--- config.mk ---
export PLATFORM = sky130hd
export DESIGN_NAME = tmc_timer16
export DESIGN_NICKNAME = d
export VERILOG_FILES = /design/src/tmc_pkg.sv /design/src/tmc_timer16.sv /design/src/tmc_edge_filt.sv
export SDC_FILE = /design/constraint.sdc
export NUM_CORES = 1
export LEC_CHECK = 0
export BUFFER_PORTS_ARGS = -buffer_cell sky130_fd_sc_hd__buf_2
export CORE_ASPECT_RATIO = 2
export CORE_MARGIN = 3
export CORE_UTILIZATION = 55
export DETAILED_ROUTE_END_ITERATION = 16
export PLACE_DENSITY = 0.81
export SETUP_SLACK_MARGIN = 0.02
export SLEW_MARGIN = 20
export SYNTH_ARGS = -nofsm -noshare
export SYNTH_HDL_FRONTEND = slang
export SYNTH_SLANG_ARGS = --single-unit
export TNS_END_PERCENT = 5
--- constraint.sdc ---
create_clock -name ref_clk -period 5.8 [get_ports ref_clk]
set_input_delay 1.16 -clock ref_clk [delete_from_list [all_inputs] [get_ports ref_clk]]
set_output_delay 1.16 -clock ref_clk [all_outputs]
set_load 0.02 [all_outputs]
--- src/tmc_pkg.sv ---
// package: register map, field positions, codes and bus carriers for the 16-bit timer
package tmc_pkg;
	// register byte offsets
	localparam logic [31:0] OFS_MODE = 32'h0000_0000;
	localparam logic [31:0] OFS_CCR = 32'h0000_0004;
	localparam logic [31:0] OFS_PRM = 32'h0000_0008;
	localparam logic [31:0] OFS_OUT = 32'h0000_000C;
	localparam logic [31:0] OFS_CNT = 32'h0000_0010;
	localparam logic [31:0] OFS_FIRST = 32'h0000_0014;
	localparam logic [31:0] OFS_SECOND = 32'h0000_0018;
	// field positions
	localparam int MODE_OVF_BIT = 0;
	localparam int MODE_RUN_LO = 2;
	localparam int MODE_RUN_HI = 3;
	localparam int CCR_FIRST_CAP = 0;
	localparam int CCR_SECOND_CAP = 1;
	localparam int PRM_CLK_LO = 0;
	localparam int PRM_CLK_HI = 1;
	localparam int PRM_EDGE1_LO = 4;
	localparam int PRM_EDGE1_HI = 5;
	localparam int PRM_EDGE2_LO = 6;
	localparam int PRM_EDGE2_HI = 7;
	localparam int OUT_EN_BIT = 0;
	localparam int OUT_OS_BIT = 1;
	localparam int OUT_SOFT_BIT = 6;
	localparam int CNT_W = 16;
	localparam int PRESC_W = 5;
	// run modes
	localparam logic [1:0] RUN_STOP = 2'h0;
	localparam logic [1:0] RUN_FREE = 2'h1;
	localparam logic [1:0] RUN_EDGE_CLR = 2'h2;
	localparam logic [1:0] RUN_MATCH_CLR = 2'h3;
	// count clock selection and prescaler tap for each divided clock
	localparam logic [1:0] CLK_DIV2 = 2'h0;
	localparam logic [1:0] CLK_DIV8 = 2'h1;
	localparam logic [1:0] CLK_DIV32 = 2'h2;
	localparam logic [1:0] CLK_EXT = 2'h3;
	localparam int TAP_DIV2 = 0;
	localparam int TAP_DIV8 = 2;
	localparam int TAP_DIV32 = 4;
	// valid edge codes
	localparam logic [1:0] EDGE_FALL = 2'h0;
	localparam logic [1:0] EDGE_RISE = 2'h1;
	localparam logic [1:0] EDGE_NONE = 2'h2;
	localparam logic [1:0] EDGE_BOTH = 2'h3;
	localparam logic [1:0] RESP_OKAY = 2'h0;
	localparam logic [1:0] RESP_SLVERR = 2'h2;
	localparam logic [15:0] CNT_MAX = 16'hFFFF;
	localparam logic [15:0] CNT_ZERO = 16'h0000;
	localparam logic [15:0] CNT_ONE = 16'h0001;
	localparam logic [31:0] WORD_ZERO = 32'h0000_0000;
	typedef enum logic [2:0] {
		REG_MODE, REG_CCR, REG_PRM, REG_OUT, REG_CNT, REG_FIRST, REG_SECOND, REG_NONE
	} tmc_reg_t;
	typedef enum logic [1:0] {
		OS_IDLE = 2'h0,
		OS_WAIT = 2'h1,
		OS_ACTIVE = 2'h3
	} tmc_os_t;
	typedef struct packed {
		logic [31:0] awaddr;
		logic awvalid;
		logic [31:0] wdata;
		logic [3:0] wstrb;
		logic wvalid;
		logic bready;
		logic [31:0] araddr;
		logic arvalid;
		logic rready;
	} tmc_axi_req_t;
	typedef struct packed {
		logic awready;
		logic wready;
		logic [1:0] bresp;
		logic bvalid;
		logic arready;
		logic [31:0] rdata;
		logic [1:0] rresp;
		logic rvalid;
	} tmc_axi_rsp_t;
endpackage : tmc_pkg

--- src/tmc_timer16.sv ---
// 16-bit timer/event counter with two capture/compare registers, one-shot output, AXI4-Lite registers
//
// Notes on behaviour
// - an external trigger arriving while the one-shot pulse is active is ignored.
// - start is not aligned to the count clock; first match may vary one period.
// - external trigger edge still starts a pulse in soft-triggered one-shot mode.
// - counter rolling from all ones to zero sets the overflow flag.
// - overflow flag cleared before counter reaches one is set again.
// - capture beats a simultaneous software access to the capture register.
// - reading the counter never captures into the second register.
// - trigger and capture pins are ignored while the timer is stopped.
// - no capture from the trigger input while its edge is the count clock.
// - capture latches on count clock fall; interrupt on the next rise.
// - a register set to compare does not capture.
// - pin high after reset reads as a rise at first enable only.
// - filter samples on main clock when the external count clock is selected, on the prescaled clock otherwise, for counting and capture alike.
// - any nonzero run-mode value starts counting at once; zero stops.
// - one-shot trigger clears and starts; output set at whichever register matches first, cleared at the other.
// - valid edge is rising, falling or both.
//
// Decided for this implementation: the AXI4-Lite interface to the registers and the register offsets.
`timescale 1ns/1ps
`default_nettype none
module tmc_timer16
	import tmc_pkg::*;
(
	// clock and reset
	input wire logic ref_clk,
	input wire logic rst_n,
	// register bus
	input wire tmc_axi_req_t axi_req,
	output tmc_axi_rsp_t axi_rsp,
	// trigger and capture pins
	input wire logic trigger_input_first,
	input wire logic capture_input_second,
	// outputs
	output logic timer_output_pin,
	output logic match_irq_first,
	output logic match_irq_second
);
	function automatic tmc_reg_t reg_decode(input logic [31:0] addr);
		case (addr)
			OFS_MODE: reg_decode = REG_MODE;
			OFS_CCR: reg_decode = REG_CCR;
			OFS_PRM: reg_decode = REG_PRM;
			OFS_OUT: reg_decode = REG_OUT;
			OFS_CNT: reg_decode = REG_CNT;
			OFS_FIRST: reg_decode = REG_FIRST;
			OFS_SECOND: reg_decode = REG_SECOND;
			default: reg_decode = REG_NONE;
		endcase
	endfunction : reg_decode

	function automatic logic [31:0] strb_merge(input logic [31:0] old, input logic [31:0] data,
		input logic [3:0] strb);
		strb_merge = old;
		for (int b = 0; b < 4; b++)
			if (strb[b])
				strb_merge[b*8 +: 8] = data[b*8 +: 8];
	endfunction : strb_merge

	// reset release
	logic rst_meta_n, rst_sync_n;
	always_ff @(posedge ref_clk or negedge rst_n)
	begin
		if (!rst_n)
		begin
			rst_meta_n <= 1'b0;
			rst_sync_n <= 1'b0;
		end
		else
		begin
			rst_meta_n <= 1'b1;
			rst_sync_n <= rst_meta_n;
		end
	end

	// register state
	logic [1:0] run_mode, next_run_mode;
	logic overflow_flag, next_overflow_flag;
	logic ovf_recent, next_ovf_recent;
	logic cap_first_mode, next_cap_first_mode;
	logic cap_second_mode, next_cap_second_mode;
	logic [1:0] clk_sel, next_clk_sel;
	logic [1:0] edge_first, next_edge_first;
	logic [1:0] edge_second, next_edge_second;
	logic out_en, next_out_en;
	logic oneshot_en, next_oneshot_en;
	logic [15:0] count_register16, next_count;
	logic [15:0] capcmp_reg_first, next_capcmp_first;
	logic [15:0] capcmp_reg_second, next_capcmp_second;
	// count clock and event state
	logic [PRESC_W-1:0] presc, next_presc;
	logic cclk_prev, ext_fall_d;
	logic pend_first, next_pend_first;
	logic pend_second, next_pend_second;
	logic due_first, next_due_first;
	logic due_second, next_due_second;
	tmc_os_t os_state, next_os_state;
	logic os_end_first, next_os_end_first;
	logic next_out_pin, next_irq_first, next_irq_second;
	// bus state
	logic aw_got, next_aw_got;
	logic [31:0] aw_addr, next_aw_addr;
	logic w_got, next_w_got;
	logic [31:0] w_data, next_w_data;
	logic [3:0] w_strb, next_w_strb;
	logic bvalid, next_bvalid;
	logic [1:0] bresp, next_bresp;
	logic rvalid, next_rvalid;
	logic [31:0] rdata, next_rdata;
	logic [1:0] rresp, next_rresp;

	logic running, ext_clk, int_lvl, int_rise, int_fall, cnt_tick, cnt_fall;
	logic filt_sample, edge_a, edge_b;
	logic [31:0] reg_view [REG_NONE:REG_MODE];

	assign running = (run_mode != RUN_STOP);
	assign ext_clk = (clk_sel == CLK_EXT);

	// prescaler runs free, so a start lands anywhere within a count clock period
	always_comb
	begin
		case (clk_sel)
			CLK_DIV8: int_lvl = presc[TAP_DIV8];
			CLK_DIV32: int_lvl = presc[TAP_DIV32];
			default: int_lvl = presc[TAP_DIV2];
		endcase
	end
	assign int_rise = int_lvl & ~cclk_prev;
	assign int_fall = ~int_lvl & cclk_prev;
	assign filt_sample = ext_clk ? 1'b1 : int_rise;
	assign cnt_tick = running & (ext_clk ? edge_a : int_rise);
	assign cnt_fall = running & (ext_clk ? ext_fall_d : int_fall);

	tmc_edge_filt u_filt_first (
		.ref_clk(ref_clk),
		.rst_n(rst_sync_n),
		.pin(trigger_input_first),
		.sample_en(filt_sample),
		.run(running),
		.edge_sel(edge_first),
		.edge_pulse(edge_a)
	);

	tmc_edge_filt u_filt_second (
		.ref_clk(ref_clk),
		.rst_n(rst_sync_n),
		.pin(capture_input_second),
		.sample_en(filt_sample),
		.run(running),
		.edge_sel(edge_second),
		.edge_pulse(edge_b)
	);

	// register words as software sees them
	always_comb
	begin
		for (int i = 0; i <= REG_NONE; i++)
			reg_view[i] = WORD_ZERO;
		reg_view[REG_MODE][MODE_OVF_BIT] = overflow_flag;
		reg_view[REG_MODE][MODE_RUN_HI:MODE_RUN_LO] = run_mode;
		reg_view[REG_CCR][CCR_FIRST_CAP] = cap_first_mode;
		reg_view[REG_CCR][CCR_SECOND_CAP] = cap_second_mode;
		reg_view[REG_PRM][PRM_CLK_HI:PRM_CLK_LO] = clk_sel;
		reg_view[REG_PRM][PRM_EDGE1_HI:PRM_EDGE1_LO] = edge_first;
		reg_view[REG_PRM][PRM_EDGE2_HI:PRM_EDGE2_LO] = edge_second;
		reg_view[REG_OUT][OUT_EN_BIT] = out_en;
		reg_view[REG_OUT][OUT_OS_BIT] = oneshot_en;
		reg_view[REG_CNT][CNT_W-1:0] = count_register16;
		reg_view[REG_FIRST][CNT_W-1:0] = capcmp_reg_first;
		reg_view[REG_SECOND][CNT_W-1:0] = capcmp_reg_second;
	end

	always_comb
	begin
		tmc_reg_t wr_idx, rd_idx;
		logic wr_fire, soft_wr, ovf_clr, ext_trig, os_trig, clr_start, ovf_set, os_busy;
		logic [31:0] wv;
		wr_idx = reg_decode(aw_addr);
		rd_idx = reg_decode(axi_req.araddr);
		wv = strb_merge(reg_view[wr_idx], w_data, w_strb);
		wr_fire = aw_got & w_got & ~bvalid;
		soft_wr = 1'b0;
		ovf_clr = 1'b0;
		os_busy = (os_state != OS_IDLE);
		ext_trig = edge_a & ~os_busy;
		os_trig = 1'b0;
		clr_start = 1'b0;
		ovf_set = 1'b0;
		next_aw_got = aw_got;
		next_aw_addr = aw_addr;
		next_w_got = w_got;
		next_w_data = w_data;
		next_w_strb = w_strb;
		next_bvalid = bvalid;
		next_bresp = bresp;
		next_rvalid = rvalid;
		next_rdata = rdata;
		next_rresp = rresp;
		next_run_mode = run_mode;
		next_cap_first_mode = cap_first_mode;
		next_cap_second_mode = cap_second_mode;
		next_clk_sel = clk_sel;
		next_edge_first = edge_first;
		next_edge_second = edge_second;
		next_out_en = out_en;
		next_oneshot_en = oneshot_en;
		next_capcmp_first = capcmp_reg_first;
		next_capcmp_second = capcmp_reg_second;
		// bus: address and data taken in either order, response after both
		if (axi_req.awvalid && !aw_got && !bvalid)
		begin
			next_aw_got = 1'b1;
			next_aw_addr = axi_req.awaddr;
		end
		if (axi_req.wvalid && !w_got && !bvalid)
		begin
			next_w_got = 1'b1;
			next_w_data = axi_req.wdata;
			next_w_strb = axi_req.wstrb;
		end
		if (bvalid && axi_req.bready)
			next_bvalid = 1'b0;
		if (wr_fire)
		begin
			next_aw_got = 1'b0;
			next_w_got = 1'b0;
			next_bvalid = 1'b1;
			next_bresp = (wr_idx == REG_NONE) ? RESP_SLVERR : RESP_OKAY;
			case (wr_idx)
				REG_MODE:
				begin
					next_run_mode = wv[MODE_RUN_HI:MODE_RUN_LO];
					ovf_clr = ~wv[MODE_OVF_BIT];
				end
				REG_CCR:
				begin
					next_cap_first_mode = wv[CCR_FIRST_CAP];
					next_cap_second_mode = wv[CCR_SECOND_CAP];
				end
				REG_PRM:
				begin
					next_clk_sel = wv[PRM_CLK_HI:PRM_CLK_LO];
					next_edge_first = wv[PRM_EDGE1_HI:PRM_EDGE1_LO];
					next_edge_second = wv[PRM_EDGE2_HI:PRM_EDGE2_LO];
				end
				REG_OUT:
				begin
					next_out_en = wv[OUT_EN_BIT];
					next_oneshot_en = wv[OUT_OS_BIT];
					soft_wr = wv[OUT_SOFT_BIT];
				end
				REG_FIRST: next_capcmp_first = wv[CNT_W-1:0];
				REG_SECOND: next_capcmp_second = wv[CNT_W-1:0];
				default: ;
			endcase
		end
		if (rvalid && axi_req.rready)
			next_rvalid = 1'b0;
		if (axi_req.arvalid && !rvalid)
		begin
			// a counter read is a plain read, nothing is captured by it
			next_rvalid = 1'b1;
			next_rdata = reg_view[rd_idx];
			next_rresp = (rd_idx == REG_NONE) ? RESP_SLVERR : RESP_OKAY;
		end

		// one-shot launch: soft bit or external edge, the edge only while no one-shot is waiting or active
		os_trig = running & oneshot_en & (soft_wr | ext_trig);
		clr_start = os_trig | ((run_mode == RUN_EDGE_CLR) & edge_a);
		ovf_set = cnt_tick & (count_register16 == CNT_MAX) & ~clr_start;

		// counter
		next_count = count_register16;
		next_ovf_recent = ovf_recent;
		if (!running)
		begin
			next_count = CNT_ZERO;
			next_ovf_recent = 1'b0;
		end
		else if (clr_start)
		begin
			next_count = CNT_ZERO;
			next_ovf_recent = 1'b0;
		end
		else if (cnt_tick)
		begin
			if ((run_mode == RUN_MATCH_CLR) && !cap_first_mode && (count_register16 == capcmp_reg_first))
				next_count = CNT_ZERO;
			else
				next_count = count_register16 + CNT_ONE;
			next_ovf_recent = ovf_set;
		end
		// a clear before the counter leaves zero is overridden
		next_overflow_flag = ovf_set | ovf_recent | (overflow_flag & ~ovf_clr);

		// one-shot output state
		next_os_state = os_state;
		next_os_end_first = os_end_first;
		if (!running)
			next_os_state = OS_IDLE;
		else if (os_trig)
			next_os_state = OS_WAIT;
		else if (cnt_tick)
		begin
			case (os_state)
				OS_WAIT:
				begin
					if (count_register16 == capcmp_reg_second)
					begin
						next_os_state = OS_ACTIVE;
						next_os_end_first = 1'b1;
					end
					else if (count_register16 == capcmp_reg_first)
					begin
						next_os_state = OS_ACTIVE;
						next_os_end_first = 1'b0;
					end
				end
				OS_ACTIVE:
				begin
					if (count_register16 == (os_end_first ? capcmp_reg_first : capcmp_reg_second))
						next_os_state = OS_IDLE;
				end
				default: next_os_state = OS_IDLE;
			endcase
		end
		next_out_pin = out_en & (next_os_state == OS_ACTIVE);

		// capture: edge arms, count clock fall latches, next rise interrupts
		next_pend_first = running & ((edge_b & cap_first_mode) | (pend_first & ~cnt_fall));
		next_pend_second = running & ((edge_a & ~ext_clk & cap_second_mode)
			| (pend_second & ~cnt_fall));
		next_due_first = running & (due_first & ~cnt_tick);
		next_due_second = running & (due_second & ~cnt_tick);
		if (pend_first && cnt_fall)
		begin
			next_capcmp_first = count_register16;
			next_due_first = 1'b1;
		end
		if (pend_second && cnt_fall)
		begin
			next_capcmp_second = count_register16;
			next_due_second = 1'b1;
		end
		next_irq_first = cnt_tick & ((due_first) | (~cap_first_mode & (count_register16 == capcmp_reg_first)));
		next_irq_second = cnt_tick & ((due_second)
			| (~cap_second_mode & (count_register16 == capcmp_reg_second)));
	end

	always_ff @(posedge ref_clk or negedge rst_sync_n)
	begin
		if (!rst_sync_n)
		begin
			aw_got <= 1'b0;
			aw_addr <= WORD_ZERO;
			w_got <= 1'b0;
			w_data <= WORD_ZERO;
			w_strb <= 4'h0;
			bvalid <= 1'b0;
			bresp <= RESP_OKAY;
			rvalid <= 1'b0;
			rdata <= WORD_ZERO;
			rresp <= RESP_OKAY;
			run_mode <= RUN_STOP;
			overflow_flag <= 1'b0;
			ovf_recent <= 1'b0;
			cap_first_mode <= 1'b0;
			cap_second_mode <= 1'b0;
			clk_sel <= CLK_DIV2;
			edge_first <= EDGE_FALL;
			edge_second <= EDGE_FALL;
			out_en <= 1'b0;
			oneshot_en <= 1'b0;
			count_register16 <= CNT_ZERO;
			capcmp_reg_first <= CNT_ZERO;
			capcmp_reg_second <= CNT_ZERO;
			presc <= '0;
			cclk_prev <= 1'b0;
			ext_fall_d <= 1'b0;
			pend_first <= 1'b0;
			pend_second <= 1'b0;
			due_first <= 1'b0;
			due_second <= 1'b0;
			os_state <= OS_IDLE;
			os_end_first <= 1'b0;
			timer_output_pin <= 1'b0;
			match_irq_first <= 1'b0;
			match_irq_second <= 1'b0;
		end
		else
		begin
			aw_got <= next_aw_got;
			aw_addr <= next_aw_addr;
			w_got <= next_w_got;
			w_data <= next_w_data;
			w_strb <= next_w_strb;
			bvalid <= next_bvalid;
			bresp <= next_bresp;
			rvalid <= next_rvalid;
			rdata <= next_rdata;
			rresp <= next_rresp;
			run_mode <= next_run_mode;
			overflow_flag <= next_overflow_flag;
			ovf_recent <= next_ovf_recent;
			cap_first_mode <= next_cap_first_mode;
			cap_second_mode <= next_cap_second_mode;
			clk_sel <= next_clk_sel;
			edge_first <= next_edge_first;
			edge_second <= next_edge_second;
			out_en <= next_out_en;
			oneshot_en <= next_oneshot_en;
			count_register16 <= next_count;
			capcmp_reg_first <= next_capcmp_first;
			capcmp_reg_second <= next_capcmp_second;
			presc <= next_presc;
			cclk_prev <= int_lvl;
			ext_fall_d <= running & ext_clk & edge_a;
			pend_first <= next_pend_first;
			pend_second <= next_pend_second;
			due_first <= next_due_first;
			due_second <= next_due_second;
			os_state <= next_os_state;
			os_end_first <= next_os_end_first;
			timer_output_pin <= next_out_pin;
			match_irq_first <= next_irq_first;
			match_irq_second <= next_irq_second;
		end
	end

	assign next_presc = presc + PRESC_W'(1);

	// bus handshakes
	assign axi_rsp.awready = ~aw_got & ~bvalid;
	assign axi_rsp.wready = ~w_got & ~bvalid;
	assign axi_rsp.bvalid = bvalid;
	assign axi_rsp.bresp = bresp;
	assign axi_rsp.arready = ~rvalid;
	assign axi_rsp.rvalid = rvalid;
	assign axi_rsp.rdata = rdata;
	assign axi_rsp.rresp = rresp;
endmodule : tmc_timer16
`default_nettype wire

--- src/tmc_edge_filt.sv ---
// trigger pin synchroniser, two-sample noise filter and valid edge detector
`timescale 1ns/1ps
`default_nettype none
module tmc_edge_filt
	import tmc_pkg::*;
(
	// clock and synchronised reset
	input wire logic ref_clk,
	input wire logic rst_n,
	// pin and control
	input wire logic pin,
	input wire logic sample_en,
	input wire logic run,
	input wire logic [1:0] edge_sel,
	// detected valid edge
	output logic edge_pulse
);
	logic s1, s2, s3;
	logic samp, next_samp;
	logic level, next_level;
	logic armed, next_armed;
	logic next_edge;

	always_comb
	begin
		next_samp = samp;
		next_level = level;
		// level stays low until the first enable, so a pin already high then reads as a rise
		next_armed = armed | run;
		next_edge = 1'b0;
		if (sample_en && (s2 == s3))
		begin
			next_samp = s3;
			if ((s3 == samp) && (s3 != level) && next_armed)
			begin
				next_level = s3;
				if (run)
					next_edge = s3 ? (edge_sel == EDGE_RISE || edge_sel == EDGE_BOTH)
						: (edge_sel == EDGE_FALL || edge_sel == EDGE_BOTH);
			end
		end
	end

	always_ff @(posedge ref_clk or negedge rst_n)
	begin
		if (!rst_n)
		begin
			s1 <= 1'b0;
			s2 <= 1'b0;
			s3 <= 1'b0;
			samp <= 1'b0;
			level <= 1'b0;
			armed <= 1'b0;
			edge_pulse <= 1'b0;
		end
		else
		begin
			s1 <= pin;
			s2 <= s1;
			s3 <= s2;
			samp <= next_samp;
			level <= next_level;
			armed <= next_armed;
			edge_pulse <= next_edge;
		end
	end
endmodule : tmc_edge_filt
`default_nettype wire

==> results by group <==
CTS
  – Post-CTS setup buffer count: 0
  – Cts hold-fix bufs: 0
  – CTS H-tree lvls: 4
  – CTS tree: yes
  – Worst-Skew Late Latency: 0.43 ns
  – Clk sink count: 167
  – CTS Root Cell: clkbuf_16
  – CTS Buffer Depth: 2
  – TritonCTS Buffers: 17
  – CTS clk-pin slew, worst paths: 0.06 ns
  – Post-cts resize count: 0

Logic synthesis
  – Post-synthesis cell count: between 900 and 1000
  – Ys Warns: 0
  – Synth cell types: 74
  – Synth cell count leaders: dfrtp_1 (167), nand2_1 (121), nor2_1 (81)
  – Avg Inst Size Synth: 9.64 um^2
  – Synth top area cells: dfrtp_1 (45%), mux2_2 (6.6%), nand2_1 (4.9%)
  – Post-synth top area cell: dfrtp_1
  – Count leader, synth: dfrtp_1
  – Netlist Area Pre-Place: 9190 um^2
  – Yosys top cell area share: 0.455
  – Primary FF master, synth: dfrtp_1
  – Post-synth EDFFs: 0
  – Synth Register Bits: 167
  – Synth async-reset ratio: 1.00
  – Sequential area share after synthesis: 0.455

Pwr
  – Leakage power: ~4.4 nW
  – Sw Share: 0.310
  – P_int: about 2.4 mW
  – Sw power: 1.09 mW
  – Comb pwr share: 0.237
  – Power share of the clock group: 0.321
  – Seq pwr share: 0.442
  – Pwr Density: 341 nW/um^2
  – Pwr Total: roughly 3.5 mW
  – Peak supply drop: 0.000347 V

Final layout
  – Synthesis-to-layout area growth: 11.7%
  – Final net count: 1142
  – Design area: 10300 um^2
  – Number of diodes: 0
  – Fin util: 0.628
  – Fraction of layout cells with a size suffix above 1: 0.227

Placed design
  – Post-place instance area: between 9000 and 10000 um^2
  – HPWL after detailed placement: 17.8 mm
  – Port Buffer Count: 116
  – Placer congestion estimate: about 1.0

Detailed routing
  – DRT antenna net count: 0
  – Starting DRT DRC Count: 560
  – Metal3 WL: 1.63 mm
  – Vias: roughly 7600
  – Drt pass-1 iters: 6
  – Vias per cell: roughly 6.1
  – Top Layer Used: met4
  – # DRC: 0
  – Drt wl/cell: 19.9 um
  – Met2 WL: 12.6 mm
  – Drt total wl: 24.8 mm
  – WL met1: 8.52 mm

Setup path
  – Crit path DAT: 3.46 ns
  – Critical path launch point: count_register16[3]
  – CP endpoint kind: flip-flop
  – Max stage delay on crit path: 0.78 ns
  – R2r setup slk: 2.61 ns
  – Crit Path Category: flip-flop to flip-flop
  – Worst path top cell family by delay: simple AND/OR/NAND/NOR gates
  – Crit-path cells: xnor2_1, nand4_1, nor4_1, nand3_1, o21bai_1, nor2_1
  – Crit path launch type: flip-flop
  – Critical-path top delay cell: o21bai_1
  – Crit path capture: count_register16[2]
  – Levels on crit path: 6
  – Reg2reg start: count_register16[3]
  – FF-to-FF End: count_register16[2]
  – CP max FO: 12
  – Worst Reg-to-Reg Cells: 6
  – WP data required: 6.07 ns
  – Buf/Inv on CP: 0

Timing
  – Worst rel slew slack: 0.189
  – Final TNS setup: 0 ns
  – Final setup vio count: 0
  – Worst Skew: 0.00995 ns
  – Hold_ws: 0.320 ns
  – Final Hold Vio Count: 0
  – Worst-Margin Slew: about 1.2 ns
  – RSZ-0062 raised after global routing: false
  – Min Clock Period, post-route: 3.19 ns
  – Max Clk Rate: ~310 MHz
  – Final worst path period share: 0.550
  – Final slew viol count: 0

GRT
  – Total grt overflow: 0
  – Largest net degree at the start of global routing: 73
  – Antenna violations before repair: 0
  – First-pass GRT wire length: just under 40 mm
  – Number of global-route vias before repair: 7585
  – Gr usage total: 0.274

Floorplan
  – # rows: 66
  – Starting density of the core: 0.562
  – Ports: around 150
  – Die height: 189 um
  – DIE WIDTH: just under 100 um
  – Core ar.: 16400 um^2
  – Full die area: 18400 um^2

Run
  – Max Cap Viol: 0

Worst hold path
  – HP Class: flip-flop to async pin

Status
  – Outcome: complete, no violations
==> cells by family after synthesis <==
group / Yosys count / synth area share
simple gates: 320 / 0.172
compound gates: 218 / 0.154
buf+inv: 100 / 0.0566
xor+xnor: 55 / 0.0524
other cells: 2 / 0.000817
flops: 167 / 0.455
fa+ha+maj: 5 / 0.00681
mux: 86 / 0.102
==> registers in the layout, summed over array words and instances, names as in the netlist, 5 cells and up <==
name / count
capcmp_reg_second: 16
capcmp_reg_first: 16
w_data: 16
presc: 5
count_register16: 16
rdata: 16
aw_addr: 32
==> area by class of cell <==
| class | instances | area [um^2] |
|---|---|---|
| Fill cell | 1364 | 6090 |
| Multi-Input combinational cell | 703 | 4560 |
| Sequential cell | 167 | 4180 |
| Timing Repair Buffer | 121 | 618 |
| Clock buffer | 21 | 460 |
| Tap cell | 204 | 255 |
| Clock inverter | 11 | 123 |
| Inverter | 18 | 67.6 |
==> layer usage <==
| layer | global-route usage | up-vias |
|---|---|---|
| met2 | 0.474 | 359 |
| met4 | 0.204 | 0 |
| met3 | 0.0541 | 113 |
| li1 | - | 3465 |
| met1 | 0.289 | 3688 |
| met5 | 0 | - |
==> worst reg2reg max path: stages (launching register included) <==
cell and delay (ns):
dfrtp_1 0.73, xnor2_1 0.21, nand4_1 0.11, nor4_1 0.69
nand3_1 0.38, o21bai_1 0.78, nor2_1 0.14
==> stage by stage <==
step	setup WS, ns	std cells
6_report	2.61	1245
5_1_grt	2.37	1245
4_1_cts	2.67	1245
3_5_place_dp	2.64	1213
3_3_place_gp	2.67	1213
2_1_floorplan	0.802	970
==> power groups by stage <==
stage	logic [mW]	clock network [mW]	registers [mW]
final	0.828	1.13	1.55
after detailed placement	0.825	0	1.57
after CTS	0.827	1.14	1.55
after floorplan	0.720	0	1.48
after global placement	0.803	0	1.56
after global routing	0.910	1.19	1.58
==> worst min-delay path by stage <==
stage / startpoint / end / depth (start not counted)
after global placement: rst_sync_n / u_filt_second.samp / 0
after global routing: rst_meta_n / rst_sync_n / 0
after detailed placement: rst_sync_n / u_filt_second.s3 / 0
after floorplan: rst_meta_n / rst_sync_n / 0
after CTS: rst_sync_n / count_register16[5] / 0
final: rst_sync_n / u_filt_second.samp / 0
==> cell usage in the layout (no fill, tap or decap), types with 4 or more instances in the layout <==
| cell | n |
|---|---|
| o21ai_2 | 8 |
| clkbuf_16 | 17 |
| conb_1 | 19 |
| nor2b_1 | 10 |
| o21ai_1 | 22 |
| nor2_1 | 81 |
| inv_1 | 17 |
| xnor2_1 | 36 |
| buf_4 | 5 |
| nor4_1 | 16 |
| a21oi_1 | 36 |
| a22o_1 | 8 |
| clkinvlp_4 | 4 |
| nor3_1 | 14 |
| and3_1 | 8 |
| nand2_1 | 121 |
| o41ai_1 | 4 |
| ha_1 | 5 |
| mux2_2 | 54 |
| o31ai_1 | 11 |
| dfrtp_1 | 166 |
| or2_2 | 4 |
| mux2i_1 | 31 |
| nand3b_1 | 4 |
| o21ai_0 | 70 |
| nand3_1 | 12 |
| a31oi_1 | 7 |
| and2_1 | 12 |
| buf_2 | 116 |
| a211oi_1 | 9 |
| xor2_1 | 19 |
| nand4_1 | 11 |
Power figures use the tool's default switching activity.
